### src/logic/ppd_pkg.sv
// constants for the port pin and direction control block
// assumes an axi4-lite master and word-aligned register slots
// Function
// RULE_01: serial open-drain bit makes driven serial pins open-drain outputs.
// RULE_02: serial control bit 5 always reads back as zero.
// RULE_03: low-address port: inputs in single-chip, address outputs when expanded; code lets the direction bits make single-chip pins outputs.
// RULE_04: select port resets to inputs; expanded mode assigns bit 7 to program select.
// RULE_05: expanded mode forces enabled chip-select pins of select port to output.
// RULE_06: enabled pulse-width channels force their select-port pins to output.
// RULE_07: override leaves direction bit alone; direction bit rules when released.
// RULE_08: direction bit 0 means input, 1 means output; all reset to 0.
// RULE_09: expanded mode forces expansion port bit 7 out as read/write strobe.
// RULE_10: expansion port resets to inputs; bit 7 is strobe when expanded.
// RULE_11: assignment bit 0 gives general I/O, 1 gives expansion address line.
// RULE_12: enabled expansion line forces output; direction bit resumes when cleared.
// RULE_13: pull-up assignment bits 7 to 4 always read as zero.
// RULE_14: per-port pull-up bit acts only while global pull-up enable is set.
// RULE_15: expanded mode ignores pull-up bits of both address ports.
// RULE_16: forced pins are driven from their function signal, not the latch.
package ppd_pkg;
  // register index; byte address is four times the index
  localparam logic [7:0] IDX_LOW_DIR    = 8'h03;
  localparam logic [7:0] IDX_LOW_DATA   = 8'h05;
  localparam logic [7:0] IDX_PULLUP     = 8'h2c;
  localparam logic [7:0] IDX_EXP_ASSIGN = 8'h2d;
  localparam logic [7:0] IDX_SEL_DIR    = 8'h7d;
  localparam logic [7:0] IDX_EXP_DATA   = 8'h7e;
  localparam logic [7:0] IDX_EXP_DIR    = 8'h7f;
  localparam logic [7:0] IDX_SERIAL_CTL = 8'h40;
  localparam logic [7:0] IDX_ANALOG     = 8'h41;
  localparam logic [7:0] IDX_SEL_DATA   = 8'h42;
  localparam logic [7:0] IDX_CONFIG     = 8'h43;
  // implemented-bit masks
  localparam logic [7:0] SERIAL_MASK    = 8'hdf;
  localparam logic [7:0] PULLUP_MASK    = 8'h0f;
  localparam logic [7:0] ASSIGN_MASK    = 8'h3f;
  localparam logic [7:0] CONFIG_MASK    = 8'h03;
  // field positions
  localparam int BIT_OPEN_DRAIN = 6;
  localparam int BIT_GLOBAL_PU  = 0;
  localparam int BIT_PROG_SEL   = 1;
  localparam int PU_SEL         = 0;
  localparam int PU_EXP         = 1;
  localparam int PU_LOW         = 2;
  localparam int PU_HIGH        = 3;
  // reset values
  localparam logic [7:0] RST_DIR    = 8'h00;
  localparam logic [7:0] RST_DATA   = 8'h00;
  localparam logic [7:0] RST_PULLUP = 8'h00;
  localparam logic [7:0] RST_ASSIGN = 8'h00;
  localparam logic [7:0] RST_SERIAL = 8'h00;
  localparam logic [7:0] RST_CONFIG = 8'h00;
  // axi responses
  localparam logic [1:0] RESP_OKAY   = 2'h0;
  localparam logic [1:0] RESP_DECERR = 2'h3;
  typedef enum logic [1:0] {
    PPD_INIT_W0   = 2'b00,
    PPD_INIT_W1   = 2'b01,
    PPD_INIT_LOAD = 2'b10,
    PPD_INIT_RUN  = 2'b11
  } ppd_init_t;
endpackage

### src/logic/ppd_port_ctrl.sv
// port data, direction, assignment and pull-up control with axi4-lite
// assumes chip-select, pulse-width, serial and bus units on mclk_in
//
// The AXI4-Lite register port was left to the implementer.
`timescale 1ns/1ps
module ppd_port_ctrl
  import ppd_pkg::*;
(
  input  wire logic        mclk_in,
  input  wire logic        resetn_in,
  input  wire logic [9:0]  s_axi_awaddr_in,
  input  wire logic        s_axi_awvalid_in,
  output logic             s_axi_awready_out,
  input  wire logic [31:0] s_axi_wdata_in,
  input  wire logic [3:0]  s_axi_wstrb_in,
  input  wire logic        s_axi_wvalid_in,
  output logic             s_axi_wready_out,
  output logic [1:0]       s_axi_bresp_out,
  output logic             s_axi_bvalid_out,
  input  wire logic        s_axi_bready_in,
  input  wire logic [9:0]  s_axi_araddr_in,
  input  wire logic        s_axi_arvalid_in,
  output logic             s_axi_arready_out,
  output logic [31:0]      s_axi_rdata_out,
  output logic [1:0]       s_axi_rresp_out,
  output logic             s_axi_rvalid_out,
  input  wire logic        s_axi_rready_in,
  input  wire logic        mode_expanded_in,
  input  wire logic        mode_boot_in,
  input  wire logic [7:0]  analog_pin_in,
  input  wire logic [7:0]  low_addr_pin_in,
  output logic [7:0]       low_addr_pin_out,
  output logic [7:0]       low_addr_pin_oe_out,
  input  wire logic [7:0]  low_addr_bus_in,
  input  wire logic [7:0]  exp_pin_in,
  output logic [7:0]       exp_pin_out,
  output logic [7:0]       exp_pin_oe_out,
  input  wire logic        rw_strobe_in,
  input  wire logic [5:0]  expansion_address_lines_in,
  input  wire logic [7:0]  sel_pin_in,
  output logic [7:0]       sel_pin_out,
  output logic [7:0]       sel_pin_oe_out,
  input  wire logic [3:0]  chip_select_enable_in,
  input  wire logic [3:0]  chip_select_in,
  input  wire logic [3:0]  pwm_enable_in,
  input  wire logic [3:0]  pwm_in,
  input  wire logic [1:0]  serial_drive_in,
  input  wire logic [1:0]  serial_data_in,
  input  wire logic [1:0]  serial_pin_in,
  output logic [1:0]       serial_pin_out,
  output logic [1:0]       serial_pin_oe_out,
  output logic [1:0]       serial_rx_out,
  output logic [7:0]       low_addr_pullup_out,
  output logic [7:0]       exp_pullup_out,
  output logic [7:0]       sel_pullup_out,
  output logic             high_addr_pullup_out
);
  import ppd_pkg::*;

  // ************************************************************
  // pin synchroniser
  // ************************************************************
  localparam int SYNC_W = 36;
  logic [SYNC_W-1:0] meta_q;
  logic [SYNC_W-1:0] sync_q;
  logic [SYNC_W-1:0] pins_raw;
  assign pins_raw = {mode_expanded_in, mode_boot_in, serial_pin_in,
                     sel_pin_in, exp_pin_in, low_addr_pin_in,
                     analog_pin_in};
  always_ff @(posedge mclk_in or negedge resetn_in) begin
    if (!resetn_in) begin
      meta_q <= '0;
      sync_q <= '0;
    end else begin
      meta_q <= pins_raw;
      sync_q <= meta_q;
    end
  end
  logic [7:0] analog_s;
  logic [7:0] low_s;
  logic [7:0] exp_s;
  logic [7:0] sel_s;
  logic [1:0] ser_s;
  logic       boot_s;
  logic       expd_s;
  assign {expd_s, boot_s, ser_s, sel_s, exp_s, low_s, analog_s} = sync_q;
  assign serial_rx_out = ser_s;

  function automatic logic idx_mapped(input logic [7:0] idx,
                                      input logic       exp);
    case (idx)
      IDX_LOW_DATA: idx_mapped = !exp;
      IDX_LOW_DIR, IDX_PULLUP, IDX_EXP_ASSIGN, IDX_SEL_DIR,
      IDX_EXP_DATA, IDX_EXP_DIR, IDX_SERIAL_CTL, IDX_ANALOG,
      IDX_SEL_DATA, IDX_CONFIG: idx_mapped = 1'b1;
      default: idx_mapped = 1'b0;
    endcase
  endfunction

  function automatic logic [7:0] port_rd(input logic [7:0] latch,
                                         input logic [7:0] pin,
                                         input logic [7:0] oe);
    port_rd = (latch & oe) | (pin & ~oe);
  endfunction

  // ************************************************************
  // registers, mode capture and bus slave
  // ************************************************************
  ppd_init_t   st_q,  st_d;
  logic        exp_q, exp_d;
  logic [7:0]  fdir_q, fdir_d, fdat_q, fdat_d;
  logic [7:0]  gdir_q, gdir_d, gdat_q, gdat_d;
  logic [7:0]  hdir_q, hdir_d, hdat_q, hdat_d;
  logic [7:0]  pull_q, pull_d, asgn_q, asgn_d;
  logic [7:0]  sctl_q, sctl_d, cfg_q, cfg_d;
  logic        awh_q, awh_d, wh_q, wh_d;
  logic [7:0]  awi_q, awi_d, wd_q, wd_d;
  logic        ws_q, ws_d;
  logic        bv_q, bv_d, rv_q, rv_d;
  logic [1:0]  br_q, br_d, rr_q, rr_d;
  logic [7:0]  rd_q, rd_d;
  logic [7:0]  ari;
  logic [7:0]  rbyte;
  logic [7:0]  pf_oe_q, pg_oe_q, ph_oe_q;

  assign ari = s_axi_araddr_in[9:2];
  assign s_axi_awready_out = !awh_q && !bv_q;
  assign s_axi_wready_out  = !wh_q && !bv_q;
  assign s_axi_arready_out = !rv_q;
  assign s_axi_bvalid_out  = bv_q;
  assign s_axi_bresp_out   = br_q;
  assign s_axi_rvalid_out  = rv_q;
  assign s_axi_rresp_out   = rr_q;
  assign s_axi_rdata_out   = {24'h000000, rd_q};

  always_comb begin
    case (ari)
      IDX_LOW_DIR:    rbyte = fdir_q;
      IDX_LOW_DATA:   rbyte = port_rd(fdat_q, low_s, pf_oe_q);
      IDX_PULLUP:     rbyte = pull_q & PULLUP_MASK;   // [RULE_13]
      IDX_EXP_ASSIGN: rbyte = asgn_q & ASSIGN_MASK;
      IDX_SEL_DIR:    rbyte = hdir_q;
      IDX_EXP_DATA:   rbyte = port_rd(gdat_q, exp_s, pg_oe_q);
      IDX_EXP_DIR:    rbyte = gdir_q;
      IDX_SERIAL_CTL: rbyte = sctl_q & SERIAL_MASK;   // [RULE_02]
      IDX_ANALOG:     rbyte = analog_s;
      IDX_SEL_DATA:   rbyte = port_rd(hdat_q, sel_s, ph_oe_q);
      IDX_CONFIG:     rbyte = cfg_q & CONFIG_MASK;
      default:        rbyte = 8'h00;
    endcase
  end

  always_comb begin
    st_d = st_q;
    exp_d = exp_q;
    fdir_d = fdir_q;
    fdat_d = fdat_q;
    gdir_d = gdir_q;
    gdat_d = gdat_q;
    hdir_d = hdir_q;
    hdat_d = hdat_q;
    pull_d = pull_q;
    asgn_d = asgn_q;
    sctl_d = sctl_q;
    cfg_d = cfg_q;
    awh_d = awh_q;
    awi_d = awi_q;
    wh_d = wh_q;
    wd_d = wd_q;
    ws_d = ws_q;
    bv_d = bv_q;
    br_d = br_q;
    rv_d = rv_q;
    rr_d = rr_q;
    rd_d = rd_q;
    // straps settle through the synchroniser before capture
    case (st_q)
      PPD_INIT_W0: st_d = PPD_INIT_W1;
      PPD_INIT_W1: st_d = PPD_INIT_LOAD;
      PPD_INIT_LOAD: begin
        st_d = PPD_INIT_RUN;
        exp_d = expd_s;
        sctl_d[BIT_OPEN_DRAIN] = boot_s;
        cfg_d[BIT_PROG_SEL] = expd_s;                 // [RULE_04]
      end
      PPD_INIT_RUN: st_d = PPD_INIT_RUN;
      default: st_d = PPD_INIT_W0;
    endcase
    if (s_axi_awvalid_in && s_axi_awready_out) begin
      awh_d = 1'b1;
      awi_d = s_axi_awaddr_in[9:2];
    end
    if (s_axi_wvalid_in && s_axi_wready_out) begin
      wh_d = 1'b1;
      wd_d = s_axi_wdata_in[7:0];
      ws_d = s_axi_wstrb_in[0];
    end
    if (awh_q && wh_q) begin
      awh_d = 1'b0;
      wh_d = 1'b0;
      bv_d = 1'b1;
      br_d = idx_mapped(awi_q, exp_q) ? RESP_OKAY : RESP_DECERR;
      // low-address data drops out of the map when expanded
      if (ws_q && idx_mapped(awi_q, exp_q)) begin   // [RULE_03]
        case (awi_q)
          IDX_LOW_DIR:    fdir_d = wd_q;
          IDX_LOW_DATA:   fdat_d = wd_q;
          IDX_PULLUP:     pull_d = wd_q & PULLUP_MASK;
          IDX_EXP_ASSIGN: asgn_d = wd_q & ASSIGN_MASK;
          IDX_SEL_DIR:    hdir_d = wd_q;
          IDX_EXP_DATA:   gdat_d = wd_q;
          IDX_EXP_DIR:    gdir_d = wd_q;
          IDX_SERIAL_CTL: sctl_d = wd_q & SERIAL_MASK;
          IDX_SEL_DATA:   hdat_d = wd_q;
          IDX_CONFIG:     cfg_d = wd_q & CONFIG_MASK;
          default:        cfg_d = cfg_q;
        endcase
      end
    end
    if (bv_q && s_axi_bready_in) begin
      bv_d = 1'b0;
    end
    if (s_axi_arvalid_in && s_axi_arready_out) begin
      rv_d = 1'b1;
      rd_d = idx_mapped(ari, exp_q) ? rbyte : 8'h00;
      rr_d = idx_mapped(ari, exp_q) ? RESP_OKAY : RESP_DECERR;
    end else if (rv_q && s_axi_rready_in) begin
      rv_d = 1'b0;
    end
  end

  always_ff @(posedge mclk_in or negedge resetn_in) begin
    if (!resetn_in) begin
      st_q <= PPD_INIT_W0;
      exp_q <= 1'b0;
      fdir_q <= RST_DIR;                              // [RULE_08]
      gdir_q <= RST_DIR;
      hdir_q <= RST_DIR;
      fdat_q <= RST_DATA;
      gdat_q <= RST_DATA;
      hdat_q <= RST_DATA;
      pull_q <= RST_PULLUP;
      asgn_q <= RST_ASSIGN;
      sctl_q <= RST_SERIAL;
      cfg_q <= RST_CONFIG;
      awh_q <= 1'b0;
      awi_q <= 8'h00;
      wh_q <= 1'b0;
      wd_q <= 8'h00;
      ws_q <= 1'b0;
      bv_q <= 1'b0;
      br_q <= RESP_OKAY;
      rv_q <= 1'b0;
      rr_q <= RESP_OKAY;
      rd_q <= 8'h00;
    end else begin
      st_q <= st_d;
      exp_q <= exp_d;
      fdir_q <= fdir_d;
      gdir_q <= gdir_d;
      hdir_q <= hdir_d;
      fdat_q <= fdat_d;
      gdat_q <= gdat_d;
      hdat_q <= hdat_d;
      pull_q <= pull_d;
      asgn_q <= asgn_d;
      sctl_q <= sctl_d;
      cfg_q <= cfg_d;
      awh_q <= awh_d;
      awi_q <= awi_d;
      wh_q <= wh_d;
      wd_q <= wd_d;
      ws_q <= ws_d;
      bv_q <= bv_d;
      br_q <= br_d;
      rv_q <= rv_d;
      rr_q <= rr_d;
      rd_q <= rd_d;
    end
  end

  // ************************************************************
  // pin direction and drive
  // ************************************************************
  logic [7:0] g_force, g_alt, h_force, h_alt;
  logic [3:0] cs_eff;
  logic       od, pu_on;
  logic [7:0] pf_oe_d, pf_out_d, pg_oe_d, pg_out_d, ph_oe_d, ph_out_d;
  logic [1:0] sr_oe_d, sr_out_d, sr_oe_q, sr_out_q;
  logic [7:0] pf_out_q, pg_out_q, ph_out_q;
  logic [7:0] puf_d, pug_d, puh_d, puf_q, pug_q, puh_q;
  logic       pub_d, pub_q;

  assign od = sctl_q[BIT_OPEN_DRAIN];
  assign pu_on = cfg_q[BIT_GLOBAL_PU];
  assign cs_eff = chip_select_enable_in | {cfg_q[BIT_PROG_SEL], 3'h0};
  // pin 6 of the expansion port has no alternate function
  assign g_force = {exp_q, 1'b0, asgn_q[5:0]};        // [RULE_09] [RULE_12]
  assign g_alt = {rw_strobe_in, 1'b0, expansion_address_lines_in};
  assign h_force = {cs_eff & {4{exp_q}}, pwm_enable_in};  // [RULE_05] [RULE_06]
  assign h_alt = {chip_select_in, pwm_in};

  always_comb begin
    pf_oe_d = exp_q ? 8'hff : fdir_q;                 // [RULE_03] [RULE_08]
    pf_out_d = exp_q ? low_addr_bus_in : fdat_q;
    // direction bits are only masked, never rewritten
    pg_oe_d = g_force | gdir_q;                       // [RULE_07] [RULE_11]
    pg_out_d = (g_force & g_alt) | (~g_force & gdat_q);   // [RULE_16]
    ph_oe_d = h_force | hdir_q;                       // [RULE_07]
    ph_out_d = (h_force & h_alt) | (~h_force & hdat_q);   // [RULE_16]
    // pull-ups only on undriven low, expansion and select pins and on the high-address port, and only with the global enable
    puf_d = {8{pu_on & pull_q[PU_LOW] & ~exp_q}} & ~pf_oe_d; // [RULE_14] [RULE_15]
    pug_d = {8{pu_on & pull_q[PU_EXP]}} & ~pg_oe_d;   // [RULE_10]
    puh_d = {8{pu_on & pull_q[PU_SEL]}} & ~ph_oe_d;   // [RULE_04]
    pub_d = pu_on & pull_q[PU_HIGH] & ~exp_q;         // [RULE_15]
  end

  genvar gi;
  generate
    for (gi = 0; gi < 2; gi++) begin : g_serial
      // open-drain: only a low is driven, a high releases the pin
      always_comb begin
        sr_oe_d[gi] = serial_drive_in[gi] & (~od | ~serial_data_in[gi]); // [RULE_01]
        sr_out_d[gi] = serial_data_in[gi] & ~od;      // [RULE_01]
      end
    end
  endgenerate

  always_ff @(posedge mclk_in or negedge resetn_in) begin
    if (!resetn_in) begin
      pf_oe_q <= 8'h00;
      pf_out_q <= 8'h00;
      pg_oe_q <= 8'h00;
      pg_out_q <= 8'h00;
      ph_oe_q <= 8'h00;
      ph_out_q <= 8'h00;
      sr_oe_q <= 2'h0;
      sr_out_q <= 2'h0;
      puf_q <= 8'h00;
      pug_q <= 8'h00;
      puh_q <= 8'h00;
      pub_q <= 1'b0;
    end else begin
      pf_oe_q <= pf_oe_d;
      pf_out_q <= pf_out_d;
      pg_oe_q <= pg_oe_d;
      pg_out_q <= pg_out_d;
      ph_oe_q <= ph_oe_d;
      ph_out_q <= ph_out_d;
      sr_oe_q <= sr_oe_d;
      sr_out_q <= sr_out_d;
      puf_q <= puf_d;
      pug_q <= pug_d;
      puh_q <= puh_d;
      pub_q <= pub_d;
    end
  end

  assign low_addr_pin_oe_out = pf_oe_q;
  assign low_addr_pin_out = pf_out_q;
  assign exp_pin_oe_out = pg_oe_q;
  assign exp_pin_out = pg_out_q;
  assign sel_pin_oe_out = ph_oe_q;
  assign sel_pin_out = ph_out_q;
  assign serial_pin_oe_out = sr_oe_q;
  assign serial_pin_out = sr_out_q;
  assign low_addr_pullup_out = puf_q;
  assign exp_pullup_out = pug_q;
  assign sel_pullup_out = puh_q;
  assign high_addr_pullup_out = pub_q;

  // ************************************************************
  // assertions
  // ************************************************************
  logic live;
  assign live = (st_q != PPD_INIT_W0);

  property p_open_drain;
    @(posedge mclk_in) disable iff (!resetn_in)
    live && od |=> sr_out_q == 2'h0 &&
      (sr_oe_q & ~$past(serial_drive_in)) == 2'h0;
  endproperty
  a_open_drain: assert property (p_open_drain) // [RULE_01]
    else $error("serial pin driven high in open-drain mode");

  property p_serial_b5;
    @(posedge mclk_in) disable iff (!resetn_in)
    s_axi_arvalid_in && s_axi_arready_out && ari == IDX_SERIAL_CTL
      |=> s_axi_rdata_out[5] == 1'b0;
  endproperty
  a_serial_b5: assert property (p_serial_b5) // [RULE_02]
    else $error("serial control bit 5 read as one");

  property p_low_exp;
    @(posedge mclk_in) disable iff (!resetn_in)
    live && exp_q |=> pf_oe_q == 8'hff &&
      pf_out_q == $past(low_addr_bus_in);
  endproperty
  a_low_exp: assert property (p_low_exp) // [RULE_03]
    else $error("low-address port not driving address when expanded");

  property p_prog_sel;
    @(posedge mclk_in) disable iff (!resetn_in)
    st_q == PPD_INIT_LOAD && expd_s |=> cfg_q[BIT_PROG_SEL] ##1
      (sel_pin_oe_out[7] && sel_pin_out[7] == $past(chip_select_in[3]));
  endproperty
  a_prog_sel: assert property (p_prog_sel) // [RULE_04]
    else $error("program select not on select port bit 7");

  property p_sel_force;
    @(posedge mclk_in) disable iff (!resetn_in)
    live |=> (($past(h_force) | $past(hdir_q)) ^ ph_oe_q) == 8'h00;
  endproperty
  a_sel_force: assert property (p_sel_force) // [RULE_05] [RULE_06] [RULE_07]
    else $error("select port direction wrong");

  property p_low_dir;
    @(posedge mclk_in) disable iff (!resetn_in)
    live && !exp_q |=> pf_oe_q == $past(fdir_q);
  endproperty
  a_low_dir: assert property (p_low_dir) // [RULE_08]
    else $error("low-address pin direction differs from its bit");

  property p_rw_strobe;
    @(posedge mclk_in) disable iff (!resetn_in)
    live && exp_q |=> exp_pin_oe_out[7] &&
      exp_pin_out[7] == $past(rw_strobe_in);
  endproperty
  a_rw_strobe: assert property (p_rw_strobe) // [RULE_09]
    else $error("strobe not driven on expansion bit 7");

  property p_exp_assign;
    @(posedge mclk_in) disable iff (!resetn_in)
    live |=> pg_oe_q[5:0] == ($past(asgn_q[5:0]) | $past(gdir_q[5:0]))
      && ((pg_out_q[5:0] ^ $past(expansion_address_lines_in))
          & $past(asgn_q[5:0])) == 6'h00;
  endproperty
  a_exp_assign: assert property (p_exp_assign) // [RULE_11] [RULE_12] [RULE_16]
    else $error("expansion address line not forced out");

  property p_pullup_gate;
    @(posedge mclk_in) disable iff (!resetn_in)
    live && (!pu_on || exp_q) |=> puf_q == 8'h00 && !pub_q;
  endproperty
  a_pullup_gate: assert property (p_pullup_gate) // [RULE_14] [RULE_15]
    else $error("address pull-up on while disabled");

  property p_pullup_mask;
    @(posedge mclk_in) disable iff (!resetn_in)
    pull_q[7:4] == 4'h0 && sctl_q[5] == 1'b0;
  endproperty
  a_pullup_mask: assert property (p_pullup_mask) // [RULE_13]
    else $error("unimplemented bit held a one");

  c_write: cover property (@(posedge mclk_in) disable iff (!resetn_in)
    bv_q && br_q == RESP_OKAY);
  c_decerr: cover property (@(posedge mclk_in) disable iff (!resetn_in)
    rv_q && rr_q == RESP_DECERR);
  c_pwm: cover property (@(posedge mclk_in) disable iff (!resetn_in)
    pwm_enable_in[0] && !hdir_q[0] ##1 ph_oe_q[0]);
  c_od: cover property (@(posedge mclk_in) disable iff (!resetn_in)
    od && serial_drive_in[0] ##1 sr_oe_q[0]);
endmodule // ppd_port_ctrl

### config.mk
export PLATFORM = sky130hd
export DESIGN_NAME = ppd_port_ctrl
export DESIGN_NICKNAME = d
export VERILOG_FILES = /design/src/logic/ppd_pkg.sv /design/src/logic/ppd_port_ctrl.sv
export SDC_FILE = /design/constraint.sdc
export NUM_CORES = 1
export LEC_CHECK = 0
export BUFFER_PORTS_ARGS = -buffer_cell sky130_fd_sc_hd__buf_2
export CAP_MARGIN = 20
export CORE_UTILIZATION = 47
export CTS_CLUSTER_SIZE = 8
export DETAILED_ROUTE_END_ITERATION = 12
export PLACE_DENSITY_LB_ADDON = 0.05
export SETUP_SLACK_MARGIN = 0.4
export SKIP_LAST_GASP = 1
export SYNTH_ARGS = -nofsm -noshare
export SYNTH_HDL_FRONTEND = slang
export SYNTH_SLANG_ARGS = --single-unit
### constraint.sdc
create_clock -name mclk_in -period 1.9 [get_ports mclk_in]
set_input_delay 0.38 -clock mclk_in [delete_from_list [all_inputs] [get_ports mclk_in]]
set_output_delay 0.38 -clock mclk_in [all_outputs]
set_load 0.02 [all_outputs]
==> Word level (Yosys, flattened, before mapping) <==
Cells that the tools add are included.
{ "word_totals": {"reg_bits": 252, "inputBits": 134, "elab_cells": 171} }
{ "classes": {"n_eq_ne": 26, "n_mux": 27, "n_bitwise": 47, "reduce_logical": 33} }
{ "ops": {"columns": ["operator", "count"], "rows": [
  ["$eq 8x7->1 const B", 14],
  ["$and 8x8->8", 13],
  ["$pmux 8 s11", 1],
  ["$not 8->8", 8],
  ["$or 8x8->8", 7],
  ["$eq 8x6->1 const B", 4],
  ["$reduce_and 3->1", 9],
  ["$mux 8", 3],
  ["$mux 7", 3],
  ["$reduce_or 10->1", 2],
  ["$eq 8x2->1 const B", 2],
  ["$eq 8x3->1 const B", 2],
  ["$mux 1", 12],
  ["$and 1x1->1", 10],
  ["$logic_and 1x1->1", 9],
  ["$reduce_or 9->1", 1],
  ["$mux 2", 4],
  ["$reduce_bool 2->1", 4],
  ["$pmux 2 s3", 1],
  ["$logic_not 1->1", 5],
  ["$not 1->1", 5],
  ["$and 4x4->4", 1],
  ["$eq 2x2->1 const B", 2],
  ["$ne 4x3->1 const B", 1],
  ["other kinds (8)", 10]
]} }

==> Logic depth before layout (Yosys ltp) <==
{ "depth": {"ltp_word": 7, "ltp_mapped": 7, "depth_no_buf": 5} }

==> Least setup slack after synthesis <==
No wires, ideal clock.
{ "synth_path": {"kind": "reg-to-reg", "start": "register awi_q[3]", "end": "register hdat_q[0]", "setup_time_ps": 125, "arrival_ps": 1854, "path_slack_ps": -79, "path_stages_with_launch": 6, "path_buffers": 1, "synth_period_minus_slack_ps": 1979, "cell_sequence": "dfrtp_1 > or4_4 > nor3b_2 > and3_1 > buf_4 > mux2_2"} }
{ "synth_between": {"elab_chain_len": 6} }
{ "synth_rtl": {"columns": ["item", "line_no", "source"], "rows": [
  ["start, declared", "ppd_port_ctrl.sv:117", "logic [7:0] awi_q, awi_d, wd_q, wd_d;"],
  ["start signal, assigned", "ppd_port_ctrl.sv:270", "awi_q <= awi_d;"],
  ["$eq 8x7->1, or another cell as far along", "ppd_port_ctrl.sv:91", "case (idx)"],
  ["$reduce_or 10->1", "ppd_port_ctrl.sv:91", null],
  ["$pmux 1 s2", "ppd_port_ctrl.sv:91", null],
  ["$mux 1", "ppd_port_ctrl.sv:198", "if (awh_q && wh_q) begin"],
  ["$logic_and 1x1->1", "ppd_port_ctrl.sv:204", "if (ws_q && idx_mapped(awi_q, exp_q)) begin"],
  ["$reduce_and 3->1 (no source line) *", null, null],
  ["end signal, assigned", "ppd_port_ctrl.sv:264", "hdat_q <= hdat_d;"],
  ["end, declared", "ppd_port_ctrl.sv:113", "logic [7:0] hdir_q, hdir_d, hdat_q, hdat_d;"]
]} }
Every way passes the cells marked *; elsewhere a longest branch is shown, timed or not. The select of a mux whose other input is x is not followed.
A chain may end at the register's enable or synchronous reset.

==> Final worst setup path <==
{ "layout_path": {"start": "register awi_q[7]", "end": "register fdir_q[6]"} }
{ "layout_between": {"elab_chain_len": 6} }
{ "layout_rtl": {"columns": ["item", "line_no", "source"], "rows": [
  ["$eq 8x7->1, or another cell as far along", "ppd_port_ctrl.sv:91", null],
  ["$reduce_or 10->1", "ppd_port_ctrl.sv:91", null],
  ["$pmux 1 s2", "ppd_port_ctrl.sv:91", null],
  ["$mux 1", "ppd_port_ctrl.sv:198", null],
  ["$logic_and 1x1->1", "ppd_port_ctrl.sv:204", null],
  ["$reduce_and 3->1 (no source line) *", null, null],
  ["end signal, assigned", "ppd_port_ctrl.sv:259", "fdir_q <= fdir_d;"],
  ["end, declared", "ppd_port_ctrl.sv:111", "logic [7:0] fdir_q, fdir_d, fdat_q, fdat_d;"]
]} }
Marked as above.

==> flow_summary.json <==
{
  "reg2reg_depth": 4,
  "synth_edf_count": 0,
  "worstPathMaxFanout": 4,
  "leakage_nw": 6.611,
  "fin_util_pct": 67.11,
  "ys_ff_latch": 250,
  "clockBufferDepth": 3,
  "worst_slew_pin_slew_ns": 0.5922,
  "p_total_mw": 14.63,
  "grt_pass1_vias": 7092,
  "place_ws_ns": -0.1157,
  "grt-ovfl-total": 0,
  "final_area_um2": 13190,
  "drc_errors": 0,
  "layout_setup_ws_ns": -0.1097,
  "max-vdd-ir-drop_uv": 894.8,
  "cp-end-kind": "flip-flop",
  "finalMaxSlewViolations": 0,
  "relSlewSlack_pct": 60.42,
  "grt_pass1_wl_um": 39300,
  "wire_per_inst_um": 20.63,
  "die_w_um": 144.2,
  "clock_sinks": 250,
  "yosys.cell_types.count": 61,
  "viasPerCell": 5.293,
  "fin_cells": 1275,
  "layout-area-overhead-vs-synth_pct": 38.88,
  "cts-root-buf": "clkbuf_16",
  "layout.nets": 1141,
  "synth-main-ff-cell": "dfrtp_1",
  "setup_viol": 30,
  "placed_cell_area_um2": 11270,
  "wirelength_um": 26300,
  "dr_total_vias": 6749,
  "firstDrtPassIters": 4,
  "core_area_um2": 19650,
  "dp_cells": 1177,
  "ant_nets": 0,
  "synth_cells": 681,
  "start_kind": "flip-flop",
  "htree_levels": 2,
  "r2r_end": "fdir_q[6]$_DFFE_PN0P_",
  "pin_count": 254,
  "max_cap_violations": 0,
  "drive_above_1_share_pct": 49.60,
  "insertion_delay_ns": 0.51,
  "cts_made_buffers": 37,
  "diodes": 0,
  "track_usage_pct": 25.88,
  "antenna_found_initial": 0,
  "crit_type": "reg -> reg",
  "skew_ns": 0.01760,
  "tritoncts": "yes",
  "r2r-start": "awi_q[7]$_DFFE_PN0P_",
  "powerDensity_nw_per_um2": 1109,
  "grt_max_degree": 62,
  "critPathLaunch": "awi_q[7]$_DFFE_PN0P_",
  "hold_viol_final": 0,
  "numPortBuffers": 198,
  "start_util_pct": 48.33,
  "r2r_slack_ns": -0.11,
  "syn-cell-area_um2": 9498,
  "crit_path_end": "fdir_q[6]$_DFFE_PN0P_",
  "whs_ns": 0.05380,
  "max_freq_ghz": 0.4976,
  "hpwlAfterDp_um": 17680,
  "hold_path.class": "in -> reg",
  "drtIter0Drc": 334,
  "fin_crit_ns": 2.010,
  "yosysWarnings": 0,
  "cts.clk_slew.worst_paths_ns": 0.05,
  "status": "complete, but fails checks",
  "crit_required_ns": 2.28,
  "rows": 51,
  "dieArea_um2": 20780,
  "setup_tns_ns": -1.465,
  "syn_avg_cell_area_um2": 13.95,
  "die_y_um": 144.2,
  "seq_area_frac_synth_pct": 65.87,
  "place.gp.congestion": 0.8546,
  "rsz0062_at_grt": "true",
  "async_reset_ff_share_pct": 100.0,
  "min_period_over_period_pct": 105.8,
  "violations": "setup timing",
  "cp.arrival_ns": 2.39
}
[synth_stat cells (6+ instances only)]
cell type	instances	area [µm²]
a21oi_1	6	30.03
a22o_1	9	78.83
a22oi_1	15	112.6
and2_1	6	37.54
and3_1	9	56.30
buf_4	29	217.7
clkbuf_1	15	56.30
dfrtp_1	250	6256
inv_1	6	22.52
mux2_2	98	1104
mux2_4	7	105.1
mux2i_1	19	190.2
nand2_1	32	120.1
nand2b_1	8	50.05
nand3_1	12	60.06
nor2_1	42	157.7
nor2b_1	7	43.79
o21ai_0	21	105.1
or2_2	20	125.1
[repair_timing]
action / 4_1_cts / 5_1_grt
endpoints found under the hold margin: 83 / 0
setup endpoints to repair: 87 / 80
cloned: 1 / 1
hold buffers: 37 / 0
buffers inserted: 5 / 12
pin swaps: 20 / 22
gates resized for setup: 68 / 28
[area by class of cell]
cell class | count | area, µm²
repair buffers | 314 | 2178
flip-flops and latches | 250 | 6261
clock buffers | 40 | 979.7
multi-input cells | 398 | 3400
inverters | 6 | 22.52
well taps | 265 | 331.6
clock inverters | 2 | 17.52
fillers | 1465 | 6464
[registers in the layout, indices dropped and copies added, names as in the netlist, 8 cells and up]
signal,cells
awi_q,8
exp_pin_oe_out,8
exp_pin_out,8
exp_pullup_out,8
fdat_q,8
fdir_q,8
gdat_q,8
gdir_q,8
hdat_q,8
hdir_q,8
low_addr_pin_oe_out,8
low_addr_pin_out,8
low_addr_pullup_out,8
meta_q,36
rd_q,8
sel_pin_oe_out,8
sel_pin_out,8
sel_pullup_out,8
sync_q,36
wd_q,8
[worst max-delay path: stages (launching register included)]
cell	delay, ns
dfrtp_1	0.38
or4_4	0.57
buf_4	0.17
or4_4	0.46
mux2_4	0.31
[cells by family (layout without fill, tap and decap cells)]
group | count (synthesis) | count (layout) | share of synthesized area [%]
buffers and inverters | 57 | 362 | 3.491
muxes | 124 | 124 | 14.73
other | 1 | 24 | 0.03948
DFF | 250 | 250 | 65.87
AOI/OAI and AO/OA | 91 | 91 | 7.035
and+or+nand+nor | 158 | 159 | 8.839
[placed cells by master, fill, tap and decap left out, types with 3 or more instances in the layout]
cell / instances
o21ai_0: 8
o21ai_1: 12
conb_1: 24
nand2_1: 29
nor3_1: 3
or4_4: 3
nor2_1: 38
a22oi_1: 8
and3_1: 7
nand4_1: 5
dfrtp_1: 246
a22o_1: 9
mux2_4: 36
a31o_2: 3
dfrtp_2: 4
buf_2: 193
a22oi_2: 7
inv_1: 5
clkbuf_16: 39
o22ai_1: 5
nand2b_1: 8
nand3_1: 9
buf_6: 9
mux2i_1: 17
a21oi_1: 5
dlygate4sd3_1: 37
buf_4: 61
buf_12: 12
mux2_2: 69
or2_2: 20
nor2b_1: 7
nor2_4: 3
a221oi_2: 3
[power by group]
group	total, mW	switching (mW)	internal, mW
sequential	6.48	0.643	5.84
clock	5.71	2.12	3.59
combinational	2.44	1.21	1.23
[worst min path at each step]
stage / cells after the start / slack [ns] / from / end
floorplan: 0 / 0.08 / resetn_in / asgn_q[0]$_DFFE_PN0P_
global placement: 1 / 0.33 / resetn_in / sync_q[32]$_DFF_PN0_
detailed placement: 1 / 0.33 / resetn_in / sync_q[32]$_DFF_PN0_
CTS: 2 / 0.04 / s_axi_rready_in / s_axi_rvalid_out$_DFFE_PN0P_
global route: 2 / 0.04 / s_axi_rready_in / s_axi_rvalid_out$_DFFE_PN0P_
finish: 2 / 0.05 / s_axi_bready_in / s_axi_bvalid_out$_DFFE_PN0P_
[per-layer routing]
metal  up-vias  wire length (µm)  share of wire, %  global-route usage [%]
li1       3009                 -                 -                       -
met1      3483             11220                43                   33.64
met2       206             13050                50                   43.40
met3        51              1395               5.3                   5.464
met4         0               641               2.4                   8.255
met5         -                 0                 0                       0
No activity file was read; power rests on OpenSTA's default activity.
